### config.mk
export PLATFORM = sky130hd
export DESIGN_NAME = fspc_top
export DESIGN_NICKNAME = d
export VERILOG_FILES = /design/src/inc/fspc_pkg.sv /design/src/logic/fspc_latch_row.sv /design/src/logic/fspc_top.sv
export VERILOG_INCLUDE_DIRS = /design/src /design/src/inc
export SDC_FILE = /design/constraint.sdc
export NUM_CORES = 1
export LEC_CHECK = 0
export BUFFER_PORTS_ARGS = -buffer_cell sky130_fd_sc_hd__buf_2
export CAP_MARGIN = 20
export CORE_MARGIN = 4
export CORE_UTILIZATION = 49
export DETAILED_ROUTE_END_ITERATION = 16
export PLACE_DENSITY = 0.83
export SYNTH_ARGS = -nofsm -noshare
export SYNTH_HDL_FRONTEND = slang
export SYNTH_SLANG_ARGS = --single-unit
### constraint.sdc
create_clock -name CLK_I -period 2.4 [get_ports CLK_I]
set_input_delay 0.48 -clock CLK_I [delete_from_list [all_inputs] [get_ports CLK_I]]
set_output_delay 0.48 -clock CLK_I [all_outputs]
set_load 0.01 [all_outputs]
### src/inc/fspc_params.svh
`ifndef FSPC_PARAMS_SVH
`define FSPC_PARAMS_SVH
// Register offsets
`define FSPC_OFF_DATA_LOW 3'h0
`define FSPC_OFF_DATA_HIGH 3'h1
`define FSPC_OFF_ADDR_LOW 3'h2
`define FSPC_OFF_ADDR_HIGH 3'h3
`define FSPC_OFF_CONTROL 3'h4
`define FSPC_OFF_UNLOCK_KEY 3'h5
// Control field positions
`define FSPC_BIT_CONFIG_SPACE_SELECT 6
`define FSPC_BIT_LATCH_LOAD_ONLY 5
`define FSPC_BIT_ERASE 4
`define FSPC_BIT_ERR 3
`define FSPC_BIT_PROGRAM_ENABLE 2
`define FSPC_BIT_WR 1
`define FSPC_BIT_RD 0
// Reset and fixed values
`define FSPC_RST_BYTE 8'h00
`define FSPC_RST_ADDR 15'h0000
`define FSPC_RST_WORD 14'h0000
`define FSPC_BLANK_WORD 14'h3FFF
`define FSPC_PAD_ONE 1'h1
`define FSPC_PAD_ZERO 2'h0
// Unlock pattern
`define FSPC_KEY_FIRST 8'h55
`define FSPC_KEY_SECOND 8'hAA
// Configuration space, offsets below the 8000h base
`define FSPC_UID_FIRST 15'h0000
`define FSPC_UID_LAST 15'h0003
`define FSPC_REV_ADDR 15'h0005
`define FSPC_DEV_ADDR 15'h0006
`define FSPC_CW1_ADDR 15'h0007
`define FSPC_CW2_ADDR 15'h0008
// Read fetch latency in cycles
`define FSPC_READ_CYCLES 1
`endif

### src/inc/fspc_pkg.sv
`default_nettype none
package fspc_pkg;
  typedef enum logic [2:0] {
    FSPC_ST_IDLE = 3'b001,
    FSPC_ST_PROG = 3'b010,
    FSPC_ST_ERASE = 3'b100
  } fspc_state_e;
  typedef enum logic [2:0] {
    FSPC_KEY_NONE = 3'b001,
    FSPC_KEY_HALF = 3'b010,
    FSPC_KEY_ARMED = 3'b100
  } fspc_key_e;
  typedef struct packed {
    logic config_space_select;
    logic latch_load_only;
    logic erase_sel;
    logic err;
    logic program_enable;
    logic wr;
    logic rd;
  } fspc_ctrl_s;
  typedef struct packed {
    fspc_state_e fsm;
    fspc_key_e key;
    fspc_ctrl_s ctrl;
    logic op_cfg;
    logic [7:0] data_lo;
    logic [5:0] data_hi;
    logic [14:0] addr;
    logic [7:0] rdata;
    logic [3:0][13:0] uid;
    logic prog_pulse;
    logic erase_pulse;
  } fspc_top_s;
endpackage
`default_nettype wire

### src/logic/fspc_latch_row.sv
`default_nettype none
`include "fspc_params.svh"
module fspc_latch_row #(
  parameter int DEPTH = 32,
  parameter int WIDTH = 14,
  parameter logic [WIDTH-1:0] BLANK = `FSPC_BLANK_WORD
) (
  // Clock and reset
  input wire logic clk_i,
  input wire logic rst_i,
  // Load and blank
  input wire logic load_i,
  input wire logic [$clog2(DEPTH)-1:0] idx_i,
  input wire logic [WIDTH-1:0] word_i,
  input wire logic blank_i,
  // Row image
  output logic [DEPTH-1:0][WIDTH-1:0] row_o
);
  typedef struct packed {
    logic [DEPTH-1:0][WIDTH-1:0] words;
  } fspc_latch_s;
  fspc_latch_s latch_ff;
  fspc_latch_s nxt_latch;

  always_comb
  begin
    nxt_latch = latch_ff;
    if (blank_i)
    begin
      nxt_latch.words = {DEPTH{BLANK}};
    end
    else if (load_i)
    begin
      nxt_latch.words[idx_i] = word_i;
    end
  end

  always_ff @(posedge clk_i)
  begin
    if (rst_i)
    begin
      latch_ff <= {DEPTH{BLANK}};
    end
    else
    begin
      latch_ff <= nxt_latch;
    end
  end

  assign row_o = latch_ff.words;
endmodule
`default_nettype wire

### src/logic/fspc_top.sv
`default_nettype none
`include "fspc_params.svh"
module fspc_top
  import fspc_pkg::*;
#(
  parameter int LATCHES = 32,
  parameter logic [13:0] REV_ID = 14'h0001,
  parameter logic [13:0] DEV_ID = 14'h0002
) (
  // Clock and reset
  input wire logic CLK_I,
  input wire logic SYS_RST_I,
  // Register port
  input wire logic [2:0] REG_ADDR_I,
  input wire logic [7:0] REG_WDATA_I,
  input wire logic REG_WR_I,
  input wire logic REG_RD_I,
  output logic [7:0] REG_RDATA_O,
  // Flash array
  output logic FLASH_RD_EN_O,
  output logic [14:0] FLASH_ADDR_O,
  input wire logic [13:0] FLASH_RD_DATA_I,
  output logic FLASH_PROG_O,
  output logic FLASH_ERASE_O,
  output logic [LATCHES-1:0][13:0] FLASH_ROW_DATA_O,
  input wire logic FLASH_DONE_I,
  // Configuration fuses
  input wire logic [13:0] CFG_WORD1_I,
  input wire logic [13:0] CFG_WORD2_I,
  // Status
  output logic BUSY_O
);
  localparam int IDX_W = $clog2(LATCHES);

  fspc_top_s st_ff;
  fspc_top_s nxt_st;
  logic latch_load;
  logic latch_blank;
  logic start_op;
  logic op_done;
  logic uid_hit;
  logic cfg_readable;
  logic [13:0] fetch_word;
  logic [13:0] cfg_word;
  logic [LATCHES-1:0][13:0] row;

  // Configuration space decode
  always_comb
  begin
    uid_hit = (st_ff.addr >= `FSPC_UID_FIRST) && (st_ff.addr <= `FSPC_UID_LAST);
    cfg_readable = 1'b1;
    cfg_word = `FSPC_RST_WORD;
    if (uid_hit)
    begin
      cfg_word = st_ff.uid[st_ff.addr[1:0]];
    end
    else
    begin
      case (st_ff.addr)
        `FSPC_REV_ADDR: cfg_word = REV_ID;
        `FSPC_DEV_ADDR: cfg_word = DEV_ID;
        `FSPC_CW1_ADDR: cfg_word = CFG_WORD1_I;
        `FSPC_CW2_ADDR: cfg_word = CFG_WORD2_I;
        default: cfg_readable = 1'b0;
      endcase
    end
    fetch_word = st_ff.ctrl.config_space_select ? (cfg_readable ? cfg_word : `FSPC_RST_WORD) : FLASH_RD_DATA_I;
  end

  assign op_done = st_ff.op_cfg | FLASH_DONE_I;

  always_comb
  begin
    nxt_st = st_ff;
    nxt_st.prog_pulse = 1'b0;
    nxt_st.erase_pulse = 1'b0;
    nxt_st.rdata = `FSPC_RST_BYTE;
    latch_load = 1'b0;
    latch_blank = 1'b0;
    start_op = 1'b0;
    // Hardware side of the control register
    case (st_ff.fsm)
      FSPC_ST_IDLE:
      begin
        if (st_ff.ctrl.rd)
        begin
          nxt_st.data_lo = fetch_word[7:0];
          nxt_st.data_hi = fetch_word[13:8];
          nxt_st.ctrl.rd = 1'b0;
        end
        if (st_ff.ctrl.wr)
        begin
          nxt_st.ctrl.wr = 1'b0;
          nxt_st.ctrl.err = 1'b0;
        end
      end
      FSPC_ST_PROG:
      begin
        if (op_done)
        begin
          if (st_ff.op_cfg && uid_hit)
          begin
            for (int i = 0; i < 4; i++)
            begin
              nxt_st.uid[i] = st_ff.uid[i] & row[i];
            end
          end
          latch_blank = 1'b1;
          nxt_st.ctrl.wr = 1'b0;
          nxt_st.ctrl.err = 1'b0;
          nxt_st.fsm = FSPC_ST_IDLE;
        end
      end
      FSPC_ST_ERASE:
      begin
        if (op_done)
        begin
          if (st_ff.op_cfg && uid_hit)
          begin
            nxt_st.uid = {4{`FSPC_BLANK_WORD}};
          end
          latch_blank = 1'b1;
          nxt_st.ctrl.wr = 1'b0;
          nxt_st.ctrl.err = 1'b0;
          nxt_st.ctrl.erase_sel = 1'b0;
          nxt_st.fsm = FSPC_ST_IDLE;
        end
      end
      default:
      begin
        nxt_st.fsm = FSPC_ST_IDLE;
      end
    endcase
    // Register reads
    if (REG_RD_I)
    begin
      case (REG_ADDR_I)
        `FSPC_OFF_DATA_LOW: nxt_st.rdata = st_ff.data_lo;
        `FSPC_OFF_DATA_HIGH: nxt_st.rdata = {`FSPC_PAD_ZERO, st_ff.data_hi};
        `FSPC_OFF_ADDR_LOW: nxt_st.rdata = st_ff.addr[7:0];
        `FSPC_OFF_ADDR_HIGH: nxt_st.rdata = {`FSPC_PAD_ONE, st_ff.addr[14:8]};
        `FSPC_OFF_CONTROL: nxt_st.rdata = {`FSPC_PAD_ONE, st_ff.ctrl};
        default: nxt_st.rdata = `FSPC_RST_BYTE;
      endcase
    end
    // Register writes; any write other than the key pattern disarms the unlock
    if (REG_WR_I)
    begin
      nxt_st.key = FSPC_KEY_NONE;
      case (REG_ADDR_I)
        `FSPC_OFF_DATA_LOW: nxt_st.data_lo = REG_WDATA_I;
        `FSPC_OFF_DATA_HIGH: nxt_st.data_hi = REG_WDATA_I[5:0];
        `FSPC_OFF_ADDR_LOW: nxt_st.addr[7:0] = REG_WDATA_I;
        `FSPC_OFF_ADDR_HIGH: nxt_st.addr[14:8] = REG_WDATA_I[6:0];
        `FSPC_OFF_UNLOCK_KEY:
        begin
          if (REG_WDATA_I == `FSPC_KEY_FIRST)
          begin
            nxt_st.key = FSPC_KEY_HALF;
          end
          else if (REG_WDATA_I == `FSPC_KEY_SECOND && st_ff.key == FSPC_KEY_HALF)
          begin
            nxt_st.key = FSPC_KEY_ARMED;
          end
        end
        `FSPC_OFF_CONTROL:
        begin
          nxt_st.ctrl.config_space_select = REG_WDATA_I[`FSPC_BIT_CONFIG_SPACE_SELECT];
          nxt_st.ctrl.latch_load_only = REG_WDATA_I[`FSPC_BIT_LATCH_LOAD_ONLY];
          nxt_st.ctrl.erase_sel = REG_WDATA_I[`FSPC_BIT_ERASE];
          nxt_st.ctrl.program_enable = REG_WDATA_I[`FSPC_BIT_PROGRAM_ENABLE];
          nxt_st.ctrl.err = REG_WDATA_I[`FSPC_BIT_ERR] | REG_WDATA_I[`FSPC_BIT_WR];
          if (REG_WDATA_I[`FSPC_BIT_RD] && st_ff.fsm == FSPC_ST_IDLE)
          begin
            nxt_st.ctrl.rd = 1'b1;
          end
          // Enable is taken from the same write, so one control write may enable and start
          if (REG_WDATA_I[`FSPC_BIT_WR] && !REG_WDATA_I[`FSPC_BIT_RD] && st_ff.key == FSPC_KEY_ARMED
              && REG_WDATA_I[`FSPC_BIT_PROGRAM_ENABLE] && !st_ff.ctrl.wr && !st_ff.ctrl.rd
              && st_ff.fsm == FSPC_ST_IDLE)
          begin
            start_op = 1'b1;
            nxt_st.ctrl.wr = 1'b1;
            nxt_st.op_cfg = st_ff.ctrl.config_space_select;
            if (REG_WDATA_I[`FSPC_BIT_ERASE])
            begin
              nxt_st.fsm = FSPC_ST_ERASE;
              nxt_st.erase_pulse = !st_ff.ctrl.config_space_select;
            end
            else
            begin
              latch_load = !st_ff.ctrl.config_space_select || uid_hit;
              if (!REG_WDATA_I[`FSPC_BIT_LATCH_LOAD_ONLY])
              begin
                nxt_st.fsm = FSPC_ST_PROG;
                nxt_st.prog_pulse = !st_ff.ctrl.config_space_select;
              end
            end
          end
        end
        default:
        begin
        end
      endcase
    end
  end

  always_ff @(posedge CLK_I)
  begin
    if (SYS_RST_I)
    begin
      st_ff <= '{fsm: FSPC_ST_IDLE, key: FSPC_KEY_NONE, ctrl: '0, op_cfg: 1'b0,
                 data_lo: `FSPC_RST_BYTE, data_hi: 6'h00, addr: `FSPC_RST_ADDR, rdata: `FSPC_RST_BYTE,
                 uid: {4{`FSPC_BLANK_WORD}}, prog_pulse: 1'b0, erase_pulse: 1'b0};
    end
    else
    begin
      st_ff <= nxt_st;
    end
  end

  fspc_latch_row #(
    .DEPTH(LATCHES),
    .WIDTH(14),
    .BLANK(`FSPC_BLANK_WORD)
  ) u_latch (
    .clk_i(CLK_I),
    .rst_i(SYS_RST_I),
    .load_i(latch_load),
    .idx_i(st_ff.addr[IDX_W-1:0]),
    .word_i({st_ff.data_hi, st_ff.data_lo}),
    .blank_i(latch_blank),
    .row_o(row)
  );

  assign REG_RDATA_O = st_ff.rdata;
  assign FLASH_RD_EN_O = st_ff.ctrl.rd && !st_ff.ctrl.config_space_select;
  assign FLASH_ADDR_O = st_ff.addr;
  assign FLASH_PROG_O = st_ff.prog_pulse;
  assign FLASH_ERASE_O = st_ff.erase_pulse;
  assign FLASH_ROW_DATA_O = row;
  assign BUSY_O = st_ff.ctrl.wr;

  logic key_armed;
  logic ctrl_wr_cyc;
  assign key_armed = st_ff.key == FSPC_KEY_ARMED;
  assign ctrl_wr_cyc = REG_WR_I && REG_ADDR_I == `FSPC_OFF_CONTROL;
endmodule
`default_nettype wire

==> results of run 1 <==
==> metal layers <==
| layer | up-vias | wire, um | GRT usage |
|---|---|---|---|
| li1 | 8461 | - | - |
| met1 | 9249 | 30700 | 0.376 |
| met2 | 950 | 36600 | 0.488 |
| met3 | 222 | 7640 | 0.0873 |
| met4 | 0 | 3180 | 0.119 |
| met5 | - | 0 | 0 |
==> metrics by stage <==
stage                     total power (uW)  setup WS [ns]  cell area (um2)
after detailed placement             10500        -0.0106            26700
after floorplan                       9960         0.0107            22600
after CTS                            19300         0.0344            28600
after global routing                 19800         0.0374            28700
after global placement               10500        0.00418            26700
final                                19300         0.0757            28700
==> power breakdown <==
group / switching, uW / total, uW / leakage, uW / internal, uW
registers: 25.2 / 9280 / 0.00451 / 9260
clock network: 3680 / 8970 / 0.000930 / 5290
logic: 714 / 1040 / 0.00824 / 325
total: 4420 / 19300 / 0.0137 / 14900
==> placed cells by master (no fill, tap or decap), drive strengths merged, types with 8 or more instances in the layout <==
cell type,count
nand4,32
nor3,18
inv,8
o31a,12
clkbuf,80
a21o,56
a21oi,20
a22oi,13
a221oi,14
dfxtp,557
nand3,12
nor2,530
a211oi,13
clkinv,12
nand2,33
mux4,19
buf,677
mux2i,465
nand4b,59
==> final cells by class <==
| class | count | area share |
|---|---|---|
| Inverter | 7 | 0.000915 |
| Tap cell | 600 | 0.0262 |
| Clock inverter | 23 | 0.00920 |
| Clock buffer | 79 | 0.0571 |
| Multi-Input combinational cell | 1375 | 0.359 |
| Timing Repair Buffer | 678 | 0.159 |
| Sequential cell | 557 | 0.389 |
==> worst register-to-register path: stages (launching register included) <==
cell	delay [ns]
dfxtp_1	0.36
or4_4	0.54
buf_4	0.19
nor4_4	0.34
buf_12	0.22
a31o_2	0.28
clkbuf_16	0.24
a21o_1	0.11
==> flip-flops by register name, indices dropped and copies added, names as in the netlist, named ones only <==
register and flops:
u_latch.row_o 448, st_ff 82, FLASH_ADDR_O 15, REG_RDATA_O 8, BUSY_O 1, FLASH_ERASE_O 1
FLASH_PROG_O 1
==> timing repair <==
action / in CTS / in global routing
setup buffers: 0 / 8
gates resized for setup: 0 / 2
endpoints found under the setup margin: 0 / 153
==> logic make-up (layout without fill, tap and decap cells) <==
logic type      Yosys count  in the layout  share of synthesized area
mux                     485            485                      0.226
flops                   557            557                      0.494
compound gates          148            148                     0.0495
simple gates            741            741                      0.172
buf+inv                 235            787                     0.0582
xor+xnor                  1              1                   0.000388
==> worst paths after layout <==
check / to / slack [ns] / cells past startpoint
worst max-delay path: st_ff[52] / 0.08 / 7
worst min-delay path: st_ff[106] / 0.20 / 3
worst max register to register: st_ff[52] / 0.08 / 7
worst min register to register: st_ff[44] / 0.45 / 1
==> qor.txt, run 1 <==
=================================================================================
Result of the run                                                    complete, no violations
Clock H-tree levels                                                             2
Clock net sink count                                                          557
Boundary pin count                                                            533
Cell chain of the critical path                                      or4_4, buf_4, nor4_4, buf_12, a31o_2, clkbuf_16, a21o_1
Slew Viols, Final                                                               0
Die outline width                                                          223 um
Top cells by instance count after synthesis                          dfxtp_1, nor2_1, mux2i_1
Crit path max-delay cell type                                               or4_4
Count of unique library cells instantiated by Yosys                            57
Net Count, Synth                                                             2225
Overall track demand over capacity in global routing                        0.299
Number of I/O port buffers                                                    532
Height of the chip                                                         223 um
Max clock buf depth                                                             3
Hold path startpoint                                                    SYS_RST_I
Drt via density                                                              5.69
Crit path required time                                                   2.93 ns
Fraction of final layout cells with drive strength greater than 1           0.318
Worst slew margin relative to its limit                                     0.554
Minimum clock period                                                      2.32 ns
Cell with the most instances after synthesis                              dfxtp_1
Layout-stage area growth over the synthesis result                          27.1%
Average routed wire per standard cell                                     23.5 um
Class of the tightest hold or removal check                          input pin to register
TritonCTS clock tree                                                         done
Buffering stage count on the worst path with inverters included                 3
Share of synthesized registers carrying an async set or reset                   0
Detailed-placement wirelength estimate                                    53.4 mm
Critical Path Start                                                  FLASH_ADDR_O[5]
Setup repair after global routing missed its margin                         false
Total of warnings raised by yosys                                               0
Critical path type                                                   register to register
Lkg Pwr                                                                 0.0137 uW
Total standard cell area after synthesis                                22600 um2
Share of the yosys chip area belonging to registers                         0.494
Total overflow reported by the global router                                    0
Proportion of netlist area held by the largest area contributor             0.494
Start of the worst register-to-register path                         FLASH_ADDR_O[5]
Cell count after synthesis                                                   2167
Post-Route Setup TNS                                                         0 ns
Starting density of the core                                                0.496
Core Util, Final                                                            0.631
Worst slew pin tran                                                      0.666 ns
Hold bufs inserted after CTS                                                    0
Dominant cells by area after synthesis                               dfxtp_1, mux2i_1, nor2_1, nand4_4, clkbuf_1
Post-DRT Antenna Nets                                                           0
Maximum vdd drop                                                         0.587 mV
Filler Cells Inserted                                                        3550
Clock buffer count from CTS                                                    55
Cell Count Post-Placement                                                    3208
Number of enable-type register cells in the synthesized netlist                 0
Dominant cell type by area after synthesis                                dfxtp_1
Data arrival time of the critical path                                    2.86 ns
Flop and latch count out of synthesis                                         557
Total Die Area                                                          49600 um2
Hold slack final                                                         0.201 ns
Max Freq                                                                  430 MHz
Clock transition at the registers of the reported paths                   0.07 ns
Multi-input gate area in the final layout                               10300 um2
DRT Wirelength                                                            78.1 mm
Initial antenna violation count                                                 0
Share of the clock period used by the worst path                            0.968
Via count of the first global-routing pass                                  19125
Row Count                                                                      78
Crit path largest cell delay                                              0.54 ns
Total vias in the final route                                               18882
MaxCap Viol Count                                                               0
Source-to-sink clock delay at the later pin of the worst-skew pair        0.59 ns
Cell at the root of the clock tree                                      clkbuf_16
1st-pass router iterations                                                      7
Largest net degree at the start of global routing                              74
Final Hold Fails                                                                0
First-pass GRT wire length                                                 117 mm
Diode count                                                                     0
Number of cells in the finished layout apart from fillers                    3319
Detailed-route DRC error count                                                  0
Sequential cell area                                                    11200 um2
Final net count                                                              2732
Cell family with the largest share of critical-path delay            simple AND/OR/NAND/NOR gates
Placer Congestion                                                           0.997
Kind of launch point of the worst setup path                             register
Main flop type after synthesis                                            dfxtp_1
Starting DRC count in detailed routing                                       1599
Synth Area per Inst                                                      10.4 um2
Kind of end point of the critical path                                   register
Pwr Density                                                            672 nW/um2
Setup violators final                                                           0
CP Max Fanout                                                                  28
Max Clock Skew                                                          0.0132 ns
CORE AREA                                                               45500 um2
=================================================================================
Note: power is estimated with default switching activity, not from simulation.
==> run 2, diff against run 1 <==
--- a/config.mk
+++ b/config.mk
@@ -12,5 +12,5 @@
 export CORE_UTILIZATION = 49
 export DETAILED_ROUTE_END_ITERATION = 16
-export PLACE_DENSITY = 0.83
+export PLACE_DENSITY = 0.82
 export SYNTH_ARGS = -nofsm -noshare
 export SYNTH_HDL_FRONTEND = slang
==> constraint.sdc (replaced) <==
create_clock -name CLK_I -period 2.4 [get_ports CLK_I]
set_input_delay 0.12 -clock CLK_I [delete_from_list [all_inputs] [get_ports CLK_I]]
set_output_delay 0.12 -clock CLK_I [all_outputs]
set_load 0.01 [all_outputs]
==> run 2 against run 1 <==
  * Cell count increased by 0.87%
  * Clock skew increased by 0.014 ns
  * Fmax decreased by 1.4%
  * Non-clock buffer count increased by 27
  * Critical endpoint is now u_latch.row_o[149]
  * Largest power group unchanged
  * Highest routed layer unchanged
==> qor.txt, run 2 (synthesis results as in run 1) <==
=================================================================================
Starting density of the core                                                0.496   unchanged
Crit path largest cell delay                                              0.53 ns   about the same
Standard cell area after detailed placement                             26000 um2   -2.5%
Top library cells by usage in the layout, fill and taps aside        dfxtp_1, buf_2, nor2_1
Crit path required time                                                   2.81 ns   -0.12 ns
Clock H-tree levels                                                             2   unchanged
Critical path type                                                   register to register
Clock net sink count                                                          557   unchanged
Average routed wire per standard cell                                     23.5 um   -0.15%
Final Hold Fails                                                                0   unchanged
Dpl ws                                                                  -0.125 ns   -0.115 ns
Data arrival time of the critical path                                    2.77 ns   -0.09 ns
Max Clock Skew                                                          0.0275 ns   +0.0143 ns
Class of the tightest hold or removal check                          input pin to register
Starting DRC count in detailed routing                                       1750   +9.4%
Layout-stage area growth over the synthesis result                          28.1%
Placer Congestion                                                           0.924   -7.3%
Buffering stage count on the worst path with inverters included                 3   unchanged
Filler Cells Inserted                                                        3476   -2.1%
Final net count                                                              2760   +1.0%
Worst slew margin relative to its limit                                     0.269   -0.286
Clock transition at the registers of the reported paths                   0.06 ns   about the same
Height of the chip                                                         223 um   unchanged
Drt via density                                                              5.68   -0.16%
Cell family with the largest share of critical-path delay            simple AND/OR/NAND/NOR gates
Initial antenna violation count                                                 0   unchanged
Fraction of final layout cells with drive strength greater than 1           0.309   -0.00881
Maximum vdd drop                                                         0.544 mV   -7.3%
Source-to-sink clock delay at the later pin of the worst-skew pair        0.61 ns   +0.02 ns
Most numerous cell on the critical path                                    buf_12
Lkg Pwr                                                                 0.0137 uW   +0.46%
Setup violators final                                                           0   unchanged
CORE AREA                                                               45500 um2   unchanged
Pwr Density                                                            672 nW/um2   about the same
Final total power                                                        19400 uW   +0.79%
MaxCap Viol Count                                                               0   unchanged
Row Count                                                                      78   unchanged
Max clock buf depth                                                             3   unchanged
Total Die Area                                                          49600 um2   unchanged
Diode count                                                                     0   unchanged
Final non-filler cell area                                              28900 um2   +0.80%
Multi-input gate area in the final layout                               10300 um2   +0.18%
Largest net degree at the start of global routing                             142   +92%
Setup ws final                                                          0.0430 ns   -0.0327 ns
Slew Viols, Final                                                               0   unchanged
Total vias in the final route                                               19016   +0.71%
DRT Wirelength                                                            78.7 mm   +0.72%
Minimum clock period                                                      2.36 ns   +0.0327 ns
First-pass GRT wire length                                                 118 mm   +0.67%
Result of the run                                                    complete, no violations
Cell chain of the critical path                                      or4_4, o41ai_4, buf_4, buf_12, nand4_4, buf_12, mux2i_1
Share of the clock period used by the worst path                            0.982   +0.0136
Cell at the root of the clock tree                                      clkbuf_16
Number of I/O port buffers                                                    532   unchanged
Clock buffer count from CTS                                                    56   +1.8%
Kind of launch point of the worst setup path                             register
Die outline width                                                          223 um   unchanged
Max Freq                                                                  424 MHz   -1.4%
Detailed-route DRC error count                                                  0   unchanged
Via count of the first global-routing pass                                  19065   -0.31%
Boundary pin count                                                            533   unchanged
CP Max Fanout                                                                  10   -64%
Crit path max-delay cell type                                               or4_4
Kind of end point of the critical path                                   register
Number of flip-flops in the largest register                                  448   unchanged
Overall track demand over capacity in global routing                        0.302   +0.00247
Most common library cell in the layout ignoring fill and taps             dfxtp_1
Sequential cell area                                                    11200 um2   unchanged
Post-DRT Antenna Nets                                                           0   unchanged
Hold slack final                                                        0.0583 ns   -0.143 ns
TritonCTS clock tree                                                         done
Worst slew pin tran                                                       1.09 ns   +0.429 ns
1st-pass router iterations                                                      6   -1
Total overflow reported by the global router                                    0   unchanged
Detailed-placement wirelength estimate                                    51.6 mm   -3.3%
=================================================================================
## run 2: layer usage
| metal | track usage | vias to the layer above | routed length (um) |
|---|---|---|---|
| li1 | - | 8499 | - |
| met1 | 0.384 | 9307 | 31200 |
| met2 | 0.492 | 975 | 37000 |
| met3 | 0.0766 | 235 | 7190 |
| met4 | 0.126 | 0 | 3280 |
| met5 | 0 | - | 0 |
## run 2: layout make-up
type,count,area share
clock buffer,77,0.0560
clock inverter,27,0.0107
tap,600,0.0259
timing repair buffer,705,0.165
inverter,7,0.000908
multi-input combinational,1375,0.356
sequential,557,0.385
## run 2: report_power, final
group	internal [uW]	switching, uW	leakage [uW]
Sequential	9260	24.8	0.00451
Combinational	336	726	0.00828
Clock	5290	3810	0.000961
## run 2: worst paths after layout
kind / startpoint / end / slack (ns) / cells past startpoint
setup reg to reg: FLASH_ADDR_O[5] / u_latch.row_o[149] / 0.04 / 7
setup / recovery: FLASH_ADDR_O[5] / u_latch.row_o[149] / 0.04 / 7
hold reg to reg: st_ff[5] / st_ff[5] / 0.45 / 1
hold / removal: FLASH_RD_DATA_I[9] / st_ff[82] / 0.06 / 4
## run 2: stage by stage
stage / utilization / cells / setup TNS [ns]
after global placement: 0.572 / 3168 / -0.945
after detailed placement: 0.573 / 3170 / -5.01
final: 0.636 / 3348 / 0
after global routing: 0.636 / 3348 / -0.00602
after CTS: 0.635 / 3346 / 0
after floorplan: - / 2167 / 0
## run 2: worst register-to-register path, stage by stage, from the launching register on
cell,delay (ns)
dfxtp_1,0.34
or4_4,0.53
o41ai_4,0.46
buf_4,0.23
buf_12,0.17
nand4_4,0.12
buf_12,0.19
mux2i_1,0.14
## run 2: timing repair
action	4_1_cts	5_1_grt
pin swaps	2	2
hold buffers	47	0
cloned	0	0
endpoints found under the setup margin	265	71
gates resized for setup	8	4
endpoints found under the hold margin	47	0
setup buffers	25	2
==> run 3, diff against run 2 <==
==> constraint.sdc (replaced) <==
create_clock -name CLK_I -period 2.4 [get_ports CLK_I]
set_input_delay 0.12 -clock CLK_I [delete_from_list [all_inputs] [get_ports CLK_I]]
set_output_delay 0.12 -clock CLK_I [all_outputs]
set_load 0.05 [all_outputs]
==> run 3 against run 2 <==
  * Setup slack improved by 0.014 ns
  * Via count rose by 0.52%
  * Core utilization fell by 0.59 points
  * Design area fell by 0.93%
  * Register-to-register slack barely moved
  * Power fell by 2.6%
  * Count of clock-buffer cells in the layout rose by 1
  * Cell count fell by 0.42%
  * Critical path depth fell by 1
  * Sequential cell count did not move
  * Combinational power barely moved
  * Wire length rose by 1.6%
  * Critical path type unchanged
==> qor.txt, run 3 (synthesis results as in run 1) <==
=================================================================================
Source-to-sink clock delay at the later pin of the worst-skew pair        0.60 ns   about the same
Row Count                                                                      78   unchanged
CORE AREA                                                               45500 um2   unchanged
1st-pass router iterations                                                      7   +1
Number of flip-flops in the largest register                                  448   unchanged
Post-DRT Antenna Nets                                                           0   unchanged
Clock net sink count                                                          557   unchanged
Max clock buf depth                                                             3   unchanged
Height of the chip                                                         223 um   unchanged
Worst slew pin tran                                                       1.11 ns   +0.0142 ns
Clock buffer count from CTS                                                    55   -1.8%
Most common library cell in the layout ignoring fill and taps             dfxtp_1
Drt via density                                                              5.73   +0.94%
DRT Wirelength                                                            80.0 mm   +1.6%
Maximum vdd drop                                                         0.649 mV   +19%
Pwr Density                                                            661 nW/um2   -1.7%
Result of the run                                                    complete, no violations
Die outline width                                                          223 um   unchanged
Layout-stage area growth over the synthesis result                          27.0%
Largest net degree at the start of global routing                             142   unchanged
Fraction of final layout cells with drive strength greater than 1           0.306   -0.00281
Crit path largest cell delay                                              0.56 ns   +0.03 ns
Detailed-route DRC error count                                                  0   unchanged
Lkg Pwr                                                                 0.0136 uW   -0.92%
Number of I/O port buffers                                                    532   unchanged
Clock transition at the registers of the reported paths                   0.06 ns   about the same
Diode count                                                                     0   unchanged
Number of cells in the finished layout apart from fillers                    3334   -0.42%
Average routed wire per standard cell                                     24.0 um   +2.0%
Final net count                                                              2749   -0.40%
Detailed-placement wirelength estimate                                    51.5 mm   -0.27%
Total vias in the final route                                               19114   +0.52%
Worst slew margin relative to its limit                                     0.260   -0.00853
Initial antenna violation count                                                 0   unchanged
Share of the clock period used by the worst path                            0.976   -0.00599
CP Max Fanout                                                                  14   +4
Max Clock Skew                                                          0.0258 ns   -0.00165 ns
Kind of launch point of the worst setup path                             register
Starting DRC count in detailed routing                                       1672   -4.5%
Class of the tightest hold or removal check                          input pin to register
Dpl ws                                                                 -0.0829 ns   +0.0422 ns
Clock H-tree levels                                                             2   unchanged
Total overflow reported by the global router                                    0   unchanged
Data arrival time of the critical path                                    2.78 ns   about the same
Final Hold Fails                                                                0   unchanged
Boundary pin count                                                            533   unchanged
Max Freq                                                                  427 MHz   +0.61%
Starting density of the core                                                0.496   unchanged
Core Util, Final                                                            0.630   -0.00589
First-pass GRT wire length                                                 118 mm   +0.55%
Via count of the first global-routing pass                                  19327   +1.4%
Total Die Area                                                          49600 um2   unchanged
Overall track demand over capacity in global routing                        0.305   +0.00262
Setup violators final                                                           0   unchanged
MaxCap Viol Count                                                               0   unchanged
Placer Congestion                                                           0.940   +1.7%
Crit path required time                                                   2.84 ns   +0.03 ns
Slew Viols, Final                                                               0   unchanged
Top library cells by usage in the layout, fill and taps aside        dfxtp_1, buf_2, nor2_1
Cell chain of the critical path                                      or4_4, o41ai_4, buf_4, buf_12, nand4_4, mux2i_1
Critical path type                                                   register to register
Cell at the root of the clock tree                                      clkbuf_16
Filler Cells Inserted                                                        3600   +3.6%
Setup ws final                                                          0.0574 ns   +0.0144 ns
TritonCTS clock tree                                                         done
Hold slack final                                                        0.0267 ns   -0.0316 ns
Cell Count Post-Placement                                                    3170   unchanged
Kind of end point of the critical path                                   register
Crit path max-delay cell type                                               or4_4
Minimum clock period                                                      2.34 ns   -0.0144 ns
=================================================================================
[run 3: final timing paths]
check / cells past startpoint / from / slack (ns) / end
max: 6 / FLASH_ADDR_O[14] / 0.06 / u_latch.row_o[261]
min: 4 / REG_WDATA_I[4] / 0.03 / st_ff[100]
max reg2reg: 6 / FLASH_ADDR_O[14] / 0.06 / u_latch.row_o[261]
min reg2reg: 1 / st_ff[10] / 0.45 / st_ff[10]
[run 3: final cells by class]
type / count / area, um2 / share of cell area
Sequential cell: 557 / 11200 / 0.389
Clock inverter: 22 / 181 / 0.00633
Inverter: 7 / 26.3 / 0.000917
Multi-Input combinational cell: 1377 / 10300 / 0.360
Clock buffer: 78 / 1610 / 0.0560
Tap cell: 600 / 751 / 0.0262
Timing Repair Buffer: 693 / 4630 / 0.161
[run 3: metal layers]
metal,GRT usage,part of all wire,vias to the layer above
met3,0.0610,0.087,218
met2,0.499,0.47,1021
met1,0.391,0.40,9391
met4,0.136,0.048,0
met5,0,0,-
li1,-,-,8484
[run 3: metrics by stage]
stage               total power, uW  setup TNS [ns]  area [um2]
detailed placement            10500           -3.38       26000
CTS                           19000               0       28600
floorplan                      9980               0       22600
global placement              10400          -0.867       26000
global route                  19400         -0.0713       28700
finish                        18900               0       28700
[run 3: critical path: cells and delay by family (launching register included)]
family / cells / cell delay (ns)
DFF: 1 / 0.31
AOI/OAI and AO/OA: 1 / 0.44
buffers and inverters: 2 / 0.36
muxes: 1 / 0.21
and+or+nand+nor: 2 / 0.85
[run 3: timing repair]
action                                 in CTS  in global routing
setup buffers                              21                  0
gates cloned                                2                  1
resized for setup                           4                  4
endpoints found under the hold margin      44                  0
setup endpoints to repair                 289                 63
hold buffers                               40                  0
pin swaps                                   5                  1
[run 3: power by group]
| part | total, uW | switching, uW | internal, uW |
|---|---|---|---|
| registers | 9280 | 26.3 | 9260 |
| logic | 1090 | 758 | 329 |
| clock network | 8570 | 3700 | 4870 |
